### config.mk
export PLATFORM = sky130hd
export DESIGN_NAME = icpm_top
export DESIGN_NICKNAME = d
export VERILOG_FILES = /design/src/rtl/icpm_pkg.sv /design/src/rtl/icpm_top.sv
export VERILOG_INCLUDE_DIRS = /design/src /design/src/rtl
export SDC_FILE = /design/constraint.sdc
export NUM_CORES = 1
export LEC_CHECK = 0
export ABC_CLOCK_PERIOD_IN_PS = 3990
export BUFFER_PORTS_ARGS = -buffer_cell sky130_fd_sc_hd__buf_2
export CAP_MARGIN = 10
export CORE_ASPECT_RATIO = 1.4
export CORE_MARGIN = 2
export CORE_UTILIZATION = 57
export CTS_CLUSTER_SIZE = 8
export DETAILED_ROUTE_END_ITERATION = 16
export PLACE_DENSITY = 0.86
export SLEW_MARGIN = 20
export SYNTH_ARGS = -nofsm -noshare
export SYNTH_HDL_FRONTEND = slang
export SYNTH_SLANG_ARGS = --single-unit
### constraint.sdc
create_clock -name pclk -period 3.99 [get_ports pclk]
set_input_delay 1.197 -clock pclk [delete_from_list [all_inputs] [get_ports pclk]]
set_output_delay 1.197 -clock pclk [all_outputs]
set_load 0.1 [all_outputs]
### src/rtl/icpm_params.svh
`ifndef ICPM_PARAMS_SVH
`define ICPM_PARAMS_SVH

// register indices; byte address is four times the index
`define ICPM_IND_IDX 12'h452
`define ICPM_CLKO_IDX 12'h453
`define ICPM_STAT_IDX 12'h454

// reset values and writable bits
`define ICPM_IND_RST 16'h0000
`define ICPM_CLKO_RST 16'h0001
`define ICPM_IND_WMASK 16'hffff
`define ICPM_CLKO_WMASK 16'h81ff

// field positions
`define ICPM_LED1_SEL_LSB 8
`define ICPM_LED1_CFG_LSB 8
`define ICPM_LED0_CFG_LSB 0
`define ICPM_TXER_BIT 15
`define ICPM_CLKO_DIV_BIT 8

// pin select codes
`define ICPM_SEL_DEFAULT 3'h0
`define ICPM_SEL_CLOCK 3'h1

// last wait count: four edges pass after reset release before the strap is trusted
`define ICPM_STRAP_WAIT 2'h3

`endif

### src/rtl/icpm_pkg.sv
package icpm_pkg;

  // per-pin output path setup
  typedef struct packed {
    logic div2;
    logic [3:0] src;
    logic inv;
    logic [2:0] sel;
  } icpm_pin_cfg_t;

  // status functions shared by all three pins
  typedef struct packed {
    logic irq;
    logic esd;
    logic ts_rx;
    logic ts_tx;
    logic under_voltage;
    logic wake_event;
  } icpm_status_t;

  typedef enum logic [2:0] {
    ST_WAIT = 3'b001,
    ST_LOAD = 3'b010,
    ST_RUN = 3'b100
  } icpm_strap_st_t;

endpackage

### src/rtl/icpm_top.sv
`timescale 1ns/1ps
`include "icpm_params.svh"
module icpm_top
  import icpm_pkg::*;
(
  // apb
  input wire logic pclk,
  input wire logic presetn,
  input wire logic psel,
  input wire logic penable,
  input wire logic pwrite,
  input wire logic [31:0] paddr,
  input wire logic [31:0] pwdata,
  output logic [31:0] prdata,
  output logic pready,
  output logic pslverr,
  // status sources, same clock domain
  input wire logic link,
  input wire logic link_act,
  input wire icpm_status_t status,
  // clock mux sources, foreign domains
  input wire logic [15:0] clk_src,
  // straps
  input wire logic receive_data3_strap,
  // pins
  output logic led0_o,
  output logic led1_o,
  output logic led1_oe,
  input wire logic led1_i,
  output logic clk_out_o,
  // mac side
  output logic transmit_error
);

  logic [15:0] ind_q;
  logic [15:0] clko_q;
  logic [31:0] prdata_q;
  logic pready_q;
  logic pslverr_q;
  logic [15:0] cs1_q, cs2_q, cs3_q, cclean_q;
  logic [2:0] strap_s_q;
  logic strap_clean_q;
  logic [2:0] txer_s_q;
  logic txer_clean_q;
  icpm_strap_st_t st_q;
  logic [1:0] wait_q;
  logic [2:0] prev_q;
  logic [2:0] div_q;
  logic led0_q, led1_q, led1_oe_q, clk_out_q, txer_q;
  icpm_pin_cfg_t cfg [3];
  logic [2:0] sel_clk;
  logic [2:0] pin_val;
  logic setup, wr_en, hit_ind, hit_clko, hit_stat;

  function automatic logic addr_hit(input logic [31:0] a,
                                    input logic [11:0] idx);
    addr_hit = (a == {18'h0, idx, 2'h0});
  endfunction

  // status functions for codes 010..111; code 000 is the pin default
  function automatic logic pin_status(input logic [2:0] sel,
                                      input logic dflt,
                                      input icpm_status_t s);
    case (sel)
      3'h0: pin_status = dflt;
      3'h2: pin_status = s.wake_event;
      3'h3: pin_status = s.under_voltage;
      3'h4: pin_status = s.ts_tx;
      3'h5: pin_status = s.ts_rx;
      3'h6: pin_status = s.esd;
      3'h7: pin_status = s.irq;
      default: pin_status = 1'b0;
    endcase
  endfunction

  function automatic icpm_pin_cfg_t ind_cfg(input logic [7:0] f);
    ind_cfg.div2 = f[7];
    ind_cfg.src = {1'b0, f[6:4]};
    ind_cfg.inv = f[3];
    ind_cfg.sel = f[2:0];
  endfunction

  // apb decode
  assign setup = psel & ~penable;
  assign wr_en = psel & penable & pwrite & pready_q;
  assign hit_ind = addr_hit(paddr, `ICPM_IND_IDX);
  assign hit_clko = addr_hit(paddr, `ICPM_CLKO_IDX);
  assign hit_stat = addr_hit(paddr, `ICPM_STAT_IDX);

  // no wait state: answer is prepared in setup and shown in access
  always_ff @(posedge pclk or negedge presetn) begin
    if (!presetn) begin
      pready_q <= 1'b0;
      pslverr_q <= 1'b0;
    end else begin
      pready_q <= setup;
      pslverr_q <= setup & ~(hit_ind | hit_clko | hit_stat);
    end
  end

  always_ff @(posedge pclk or negedge presetn) begin
    if (!presetn) begin
      prdata_q <= 32'h0;
    end else if (setup && !pwrite) begin
      if (hit_ind) begin
        prdata_q <= {16'h0, ind_q};
      end else if (hit_clko) begin
        prdata_q <= {16'h0, clko_q};
      end else if (hit_stat) begin
        prdata_q <= {27'h0, clk_out_q, led1_q, led0_q, txer_q,
                     strap_clean_q};
      end else begin
        prdata_q <= 32'h0;
      end
    end else if (!psel) begin
      prdata_q <= 32'h0;
    end
  end

  // strap sampling: reset must load a constant, so the strap value
  // is folded in by a clocked step once the synchroniser has settled
  always_ff @(posedge pclk or negedge presetn) begin
    if (!presetn) begin
      strap_s_q <= 3'h0;
      strap_clean_q <= 1'b0;
    end else begin
      strap_s_q <= {strap_s_q[1:0], receive_data3_strap};
      if (strap_s_q[1] == strap_s_q[2]) begin
        strap_clean_q <= strap_s_q[2];
      end
    end
  end

  always_ff @(posedge pclk or negedge presetn) begin
    if (!presetn) begin
      st_q <= ST_WAIT;
      wait_q <= 2'h0;
    end else begin
      case (st_q)
        ST_WAIT: begin
          wait_q <= wait_q + 2'h1;
          if (wait_q == `ICPM_STRAP_WAIT) begin
            st_q <= ST_LOAD;
          end
        end
        ST_LOAD: st_q <= ST_RUN;
        ST_RUN: st_q <= ST_RUN;
        default: st_q <= ST_WAIT;
      endcase
    end
  end

  // a software write in the load cycle takes precedence over the strap
  always_ff @(posedge pclk or negedge presetn) begin
    if (!presetn) begin
      ind_q <= `ICPM_IND_RST;
    end else if (wr_en && hit_ind) begin
      ind_q <= pwdata[15:0] & `ICPM_IND_WMASK;
    end else if (st_q == ST_LOAD && strap_clean_q) begin
      ind_q[`ICPM_LED1_SEL_LSB +: 3] <= `ICPM_SEL_CLOCK;
    end
  end

  // reserved bits 14..9 are never written and read back zero
  always_ff @(posedge pclk or negedge presetn) begin
    if (!presetn) begin
      clko_q <= `ICPM_CLKO_RST;
    end else if (wr_en && hit_clko) begin
      clko_q <= pwdata[15:0] & `ICPM_CLKO_WMASK;
    end
  end

  // pin 0 first indicator, 1 second indicator, 2 clock out
  always_comb begin
    cfg[0] = ind_cfg(ind_q[`ICPM_LED0_CFG_LSB +: 8]);
    cfg[1] = ind_cfg(ind_q[`ICPM_LED1_CFG_LSB +: 8]);
    cfg[2].div2 = clko_q[`ICPM_CLKO_DIV_BIT];
    cfg[2].src = clko_q[7:4];
    cfg[2].inv = clko_q[3];
    cfg[2].sel = clko_q[2:0];
  end

  // clock sources are sampled, so only sources well below half of
  // pclk come through faithfully; faster ones alias
  always_ff @(posedge pclk or negedge presetn) begin
    if (!presetn) begin
      cs1_q <= 16'h0;
      cs2_q <= 16'h0;
      cs3_q <= 16'h0;
      cclean_q <= 16'h0;
    end else begin
      cs1_q <= clk_src;
      cs2_q <= cs1_q;
      cs3_q <= cs2_q;
      cclean_q <= (cclean_q & (cs2_q ^ cs3_q))
                | (cs3_q & ~(cs2_q ^ cs3_q));
    end
  end

  always_comb begin
    for (int p = 0; p < 3; p++) begin
      sel_clk[p] = cclean_q[cfg[p].src];
    end
  end

  // divide by two toggles on each rising edge of the chosen source
  always_ff @(posedge pclk or negedge presetn) begin
    if (!presetn) begin
      prev_q <= 3'h0;
      div_q <= 3'h0;
    end else begin
      prev_q <= sel_clk;
      div_q <= div_q ^ (sel_clk & ~prev_q);
    end
  end

  // divide first, then invert, and only when the clock is chosen
  always_comb begin
    logic base;
    base = 1'b0;
    for (int p = 0; p < 3; p++) begin
      base = cfg[p].div2 ? div_q[p] : sel_clk[p];
      if (p == 0) begin
        pin_val[p] = pin_status(cfg[p].sel, link, status);
      end else if (p == 1) begin
        pin_val[p] = pin_status(cfg[p].sel, link_act, status);
      end else begin
        pin_val[p] = pin_status(cfg[p].sel, pin_val[1], status);
      end
      if (cfg[p].sel == `ICPM_SEL_CLOCK) begin
        pin_val[p] = base ^ cfg[p].inv;
      end
    end
  end

  // transmit error arrives on the second indicator pin when routed
  always_ff @(posedge pclk or negedge presetn) begin
    if (!presetn) begin
      txer_s_q <= 3'h0;
      txer_clean_q <= 1'b0;
    end else begin
      txer_s_q <= {txer_s_q[1:0], led1_i};
      if (txer_s_q[1] == txer_s_q[2]) begin
        txer_clean_q <= txer_s_q[2];
      end
    end
  end

  always_ff @(posedge pclk or negedge presetn) begin
    if (!presetn) begin
      led0_q <= 1'b0;
      led1_q <= 1'b0;
      led1_oe_q <= 1'b0;
      clk_out_q <= 1'b0;
      txer_q <= 1'b0;
    end else begin
      led0_q <= pin_val[0];
      led1_q <= pin_val[1];
      led1_oe_q <= ~clko_q[`ICPM_TXER_BIT];
      clk_out_q <= pin_val[2];
      txer_q <= clko_q[`ICPM_TXER_BIT] & txer_clean_q;
    end
  end

  assign prdata = prdata_q;
  assign pready = pready_q;
  assign pslverr = pslverr_q;
  assign led0_o = led0_q;
  assign led1_o = led1_q;
  assign led1_oe = led1_oe_q;
  assign clk_out_o = clk_out_q;
  assign transmit_error = txer_q;

endmodule

; Word-level counts from Yosys, hierarchy flattened
; Cells that the tools add are included.
; W data, S select, Z words.
[totals]
reg_bits = 148
[op_classes]
order_cmp = 3
n_mux = 24
bitwise = 22
n_reduce_logical = 10
n_eq_ne = 32
n_addsub = 1
[op_table]
columns = cell, count
row1 = $eq A32 B13 Y1 const B, 3
row2 = $mux W32, 2
row3 = $eq A3 B3 Y1 const B, 13
row4 = $and A16 B16 Y16, 2
row5 = $mux W16, 2
row6 = $eq A3 B2 Y1 const B, 7
row7 = $pmux W1 S7, 3
row8 = $not A16 Y16, 1
row9 = $or A16 B16 Y16, 1
row10 = $xor A16 B16 Y16, 1
row11 = $eq A3 B1 Y1 const B, 4
row12 = $lt A3 B5 Y1 const B, 2
row13 = $logic_not A3 Y1, 3
row14 = $mux W1, 9
row15 = $mux W3, 3
row16 = $and A1 B1 Y1, 6
row17 = $bmux W1 S3, 2
row18 = $pmux W3 S2, 1
row19 = $lt A4 B5 Y1 const B, 1
row20 = $mux W5, 1
row21 = $bmux W1 S4, 1
row22 = $logic_and A1 B1 Y1, 4
row23 = $and A3 B3 Y3, 1
row24 = $not A1 Y1, 3
row25 = 12 further kinds, 16

; Logic depth before layout (Yosys ltp)
[depth]
word_depth = 7
ltp_mapped = 7
depth_no_buf = 6

; Least setup slack after synthesis
; OpenSTA, ideal clock, no wires.
[synth_path]
path_type = in2reg
start = in paddr[1]
end = reg ind_q[14]
path_slack_ns = 1.206
t_arrival_ns = 2.659
setup_ns = 0.125
required_time_ns = 3.865
stages = 6
n_path_buf = 2
cell_sequence = or2_1 -> buf_2 -> or2_2 -> nor4_2 -> buf_2 -> mux2_2
[synth_via]
elab_chain_len = 2
[synth_rtl]
columns = item, line
row1 = from (decl), icpm_top.sv:12  ; input wire logic [31:0] paddr,
row2 = $eq A32 B13 Y1, icpm_top.sv:57  ; addr_hit = (a == {18'h0, idx, 2'h0});
row3 = $logic_and A1 B1 Y1, icpm_top.sv:157  ; end else if (wr_en && hit_ind) begin
row4 = to (signal assigned), icpm_top.sv:156  ; ind_q <= `ICPM_IND_RST;
row5 = to (signal assigned), icpm_top.sv:158  ; ind_q <= pwdata[15:0] & `ICPM_IND_WMASK;
row6 = "to (signal, indexed assignment)", icpm_top.sv:160  ; ind_q[`ICPM_LED1_SEL_LSB +: 3] <= `ICPM_SEL_CLOCK;
row7 = to (decl), icpm_top.sv:35  ; logic [15:0] ind_q;
; No other way between the ends.
; A chain may end at the register's enable or synchronous reset.

; Final worst setup path
[layout_path]
start = in paddr[20]
end = reg prdata_q[14], in the netlist prdata[14]
[layout_via]
elab_chain_len = 3
[layout_rtl]
columns = item, line
row1 = $eq A32 B13 Y1, icpm_top.sv:57
row2 = $mux W16, icpm_top.sv:105  ; if (hit_ind) begin
row3 = $mux W32, icpm_top.sv:104  ; end else if (setup && !pwrite) begin
row4 = to (signal assigned), icpm_top.sv:106  ; prdata_q <= {16'h0, ind_q};
row5 = to (signal assigned), icpm_top.sv:108  ; prdata_q <= {16'h0, clko_q};
row6 = to (signal assigned), icpm_top.sv:110  ; prdata_q <= {27'h0, clk_out_q, led1_q, led0_q, txer_q,
row7 = to (decl), icpm_top.sv:37  ; logic [31:0] prdata_q;
; No other way between the ends.

==> results_dict.tcl <==
set metrics [dict create \
    grt_overflow 0 \
    cp.required_ps 4320 \
    synth.avg_cell_area_um2 14.2 \
    final_common_cell "dfrtp_1" \
    htreeDepth 4 \
    critPathMaxFanout 13 \
    postPlaceCellArea_um2 5830 \
    cts.sinks 132 \
    ys_ff_latch 132 \
    drtPass1Iterations 4 \
    synth.area.top_cells "dfrtp_1 (62%), mux2_2 (5.2%), mux4_2 (4.3%)" \
    core_um2 8980 \
    hpwl_mm 7.45 \
    path_class "input pin to flop" \
    rsz0062_at_grt "false" \
    die_y_um 118 \
    ioPinCount 134 \
    fin_area_um2 6460 \
    hp-start "cs1_q[13]" \
    min_path_type "flop to flop" \
    grt_usage_pct 23.3 \
    period_share_pct 69.2 \
    r2r_end "clk_out_o" \
    maxCapViolCount 0 \
    max_slew_margin_pct 49.7 \
    netlist_instances 370 \
    whs_path_depth 0 \
    antenna_found_initial 0 \
    synth_area_um2 5250 \
    timing.final.crit_period_ps 2760 \
    r2r_cells 5 \
    antenna_cells 0 \
    area_growth_pct 23.2 \
    ctsLongestPathBuffers 2 \
    final_antenna_net_count 0 \
    cts_root_buf "clkbuf_16" \
    fmax_mhz 362 \
    synth_cell_types 47 \
    seq_area_frac_synth_pct 63.0 \
    finalSetupTns_ps 0 \
    io_buffers 101 \
    hold-path-endpoint "cs2_q[13]" \
    synth_top_area_share_pct 62.0 \
    grt_first_pass_wirelength_mm 17.8 \
    worstPathArrival_ps 3090 \
    drt_iter0_markers 174 \
    num_vias 3344 \
    hold_buffers 0 \
    cts-resized-gates 0 \
    finalMaxSlewViolations 0 \
    final_hold_viol_count 0 \
    hold_slack_ps 345 \
    cellPowerDensity_nw_per_um2 534 \
    n_fill_cell 578 \
    cp-end-kind "flop" \
    die-area_um2 10000 \
    tritoncts "built" \
    synthArstFlopShare_pct 100 \
    ys.flop_type "dfrtp_1" \
    initial_utilization_pct 58.4 \
    layout.nets 580 \
    clock_latency_ps 410 \
    grt_pass1_vias 3665 \
    synth_edf_count 0 \
    rows 41 \
    synth_area_leader_cell "dfrtp_1" \
    finalSetupViolations 0 \
    viasPerCell 5.54 \
    r2r_start "clko_q[4]" \
    rrSetupSlack_ps 1770 \
    grt_max_degree 53 \
    die_x_um 85.1 \
    post-cts-setup-buffers 0 \
    gp_congestion 0.871 \
    routed_wl_mm 10.7 \
    clk_pin_slew_ps 60 \
    clock_skew_ps 19.7 \
    drc_errors 0 \
    worstSetupStartpointType "input pin" \
    status "complete, no violations" \
    p_leak_nw 2.98 \
    synth_warnings 0 \
    peakVddDrop_v 0.000419 \
    cts_buffers 17 \
    worst_pin_slew_ps 748 \
    drive_gt1_share_pct 38.0 \
    report.power.total_mw 3.45 \
    final_cell_mix "dfrtp_1 (130), buf_2 (100), mux2_2 (24)" \
    detail_route.wl_per_cell_um 17.6 \
]
==> critical path, stage by stage <==
cell,delay (ps)
buf_2,90
nor4_1,350
nand3_2,300
nor4_4,710
buf_4,250
nand3_1,90
o21ai_0,100
==> layer usage <==
layer | up-vias | global-route usage [%] | share of wire (%)
met5 | - | 0 | 0
met1 | 1651 | 26.6 | 37
met4 | 0 | 9.52 | 2.4
met2 | 132 | 40.6 | 55
li1 | 1538 | - | -
met3 | 23 | 6.52 | 5.8
==> synth_stat cells (2+ instances only) <==
master,number
nor3b_1,2
nand2_1,23
nand3_1,7
buf_6,2
a21oi_1,20
nor4_1,3
nor4_4,3
a31oi_1,7
xor2_1,3
buf_4,17
o21ai_0,11
nand4b_1,2
mux2_2,24
dfrtp_1,130
or2_2,2
mux2i_1,9
and2_1,2
xnor2_1,2
nand2b_1,6
maj3_1,18
nor4b_4,3
buf_2,3
a22oi_1,11
nor2_1,11
clkbuf_1,5
nor4_2,3
inv_1,7
mux4_2,10
dfstp_2,2
nor2b_1,4
o211ai_1,2
==> stage by stage <==
stage          utilization [%]  std cells  setup slack (ps)
6_report                  72.0        604              1230
5_1_grt                   72.0        604              1090
4_1_cts                   72.0        604              1240
3_5_place_dp              64.9        572               807
3_3_place_gp              64.9        572               895
2_1_floorplan                -        385              1210
==> power breakdown <==
group / leakage (nW) / switching [mW] / internal [mW]
Clock: 0.302 / 0.544 / 1.08
Sequential: 1.61 / 0.0558 / 1.42
Combinational: 1.06 / 0.258 / 0.0983
==> worst max path at each step <==
stage              start          to  slack, ps  cells past startpoint
3_5_place_dp   paddr[20]  prdata[12]        810                      7
3_3_place_gp   paddr[19]  prdata[12]        900                      7
6_report       paddr[20]  prdata[14]       1230                      7
2_1_floorplan   paddr[1]   ind_q[14]       1210                      6
5_1_grt        paddr[20]  prdata[14]       1090                      7
4_1_cts        paddr[20]  prdata[11]       1240                      7
==> final cells by class <==
type / instances / area [um2] / share of cell area, %
Clock inverter: 12 / 179 / 2.77
Sequential cell: 132 / 3310 / 51.1
Clock buffer: 20 / 457 / 7.06
Timing Repair Buffer: 107 / 566 / 8.75
Tap cell: 107 / 134 / 2.07
Multi-Input combinational cell: 219 / 1800 / 27.8
Inverter: 7 / 26.3 / 0.406
==> logic make-up (layout without fill, tap and decap cells) <==
group	Yosys count	after routing	synth area share, %
multiplexers	44	44	11.4
adder cells (fa/ha/maj)	19	19	3.67
AND/OR/NAND/NOR	79	79	10.5
buffers and inverters	34	146	4.01
other	1	16	0.0715
XOR/XNOR	5	5	0.835
AO/OA/AOI/OAI	56	56	6.56
flip-flops	132	132	63.0
Power figures use the tool's default switching activity.
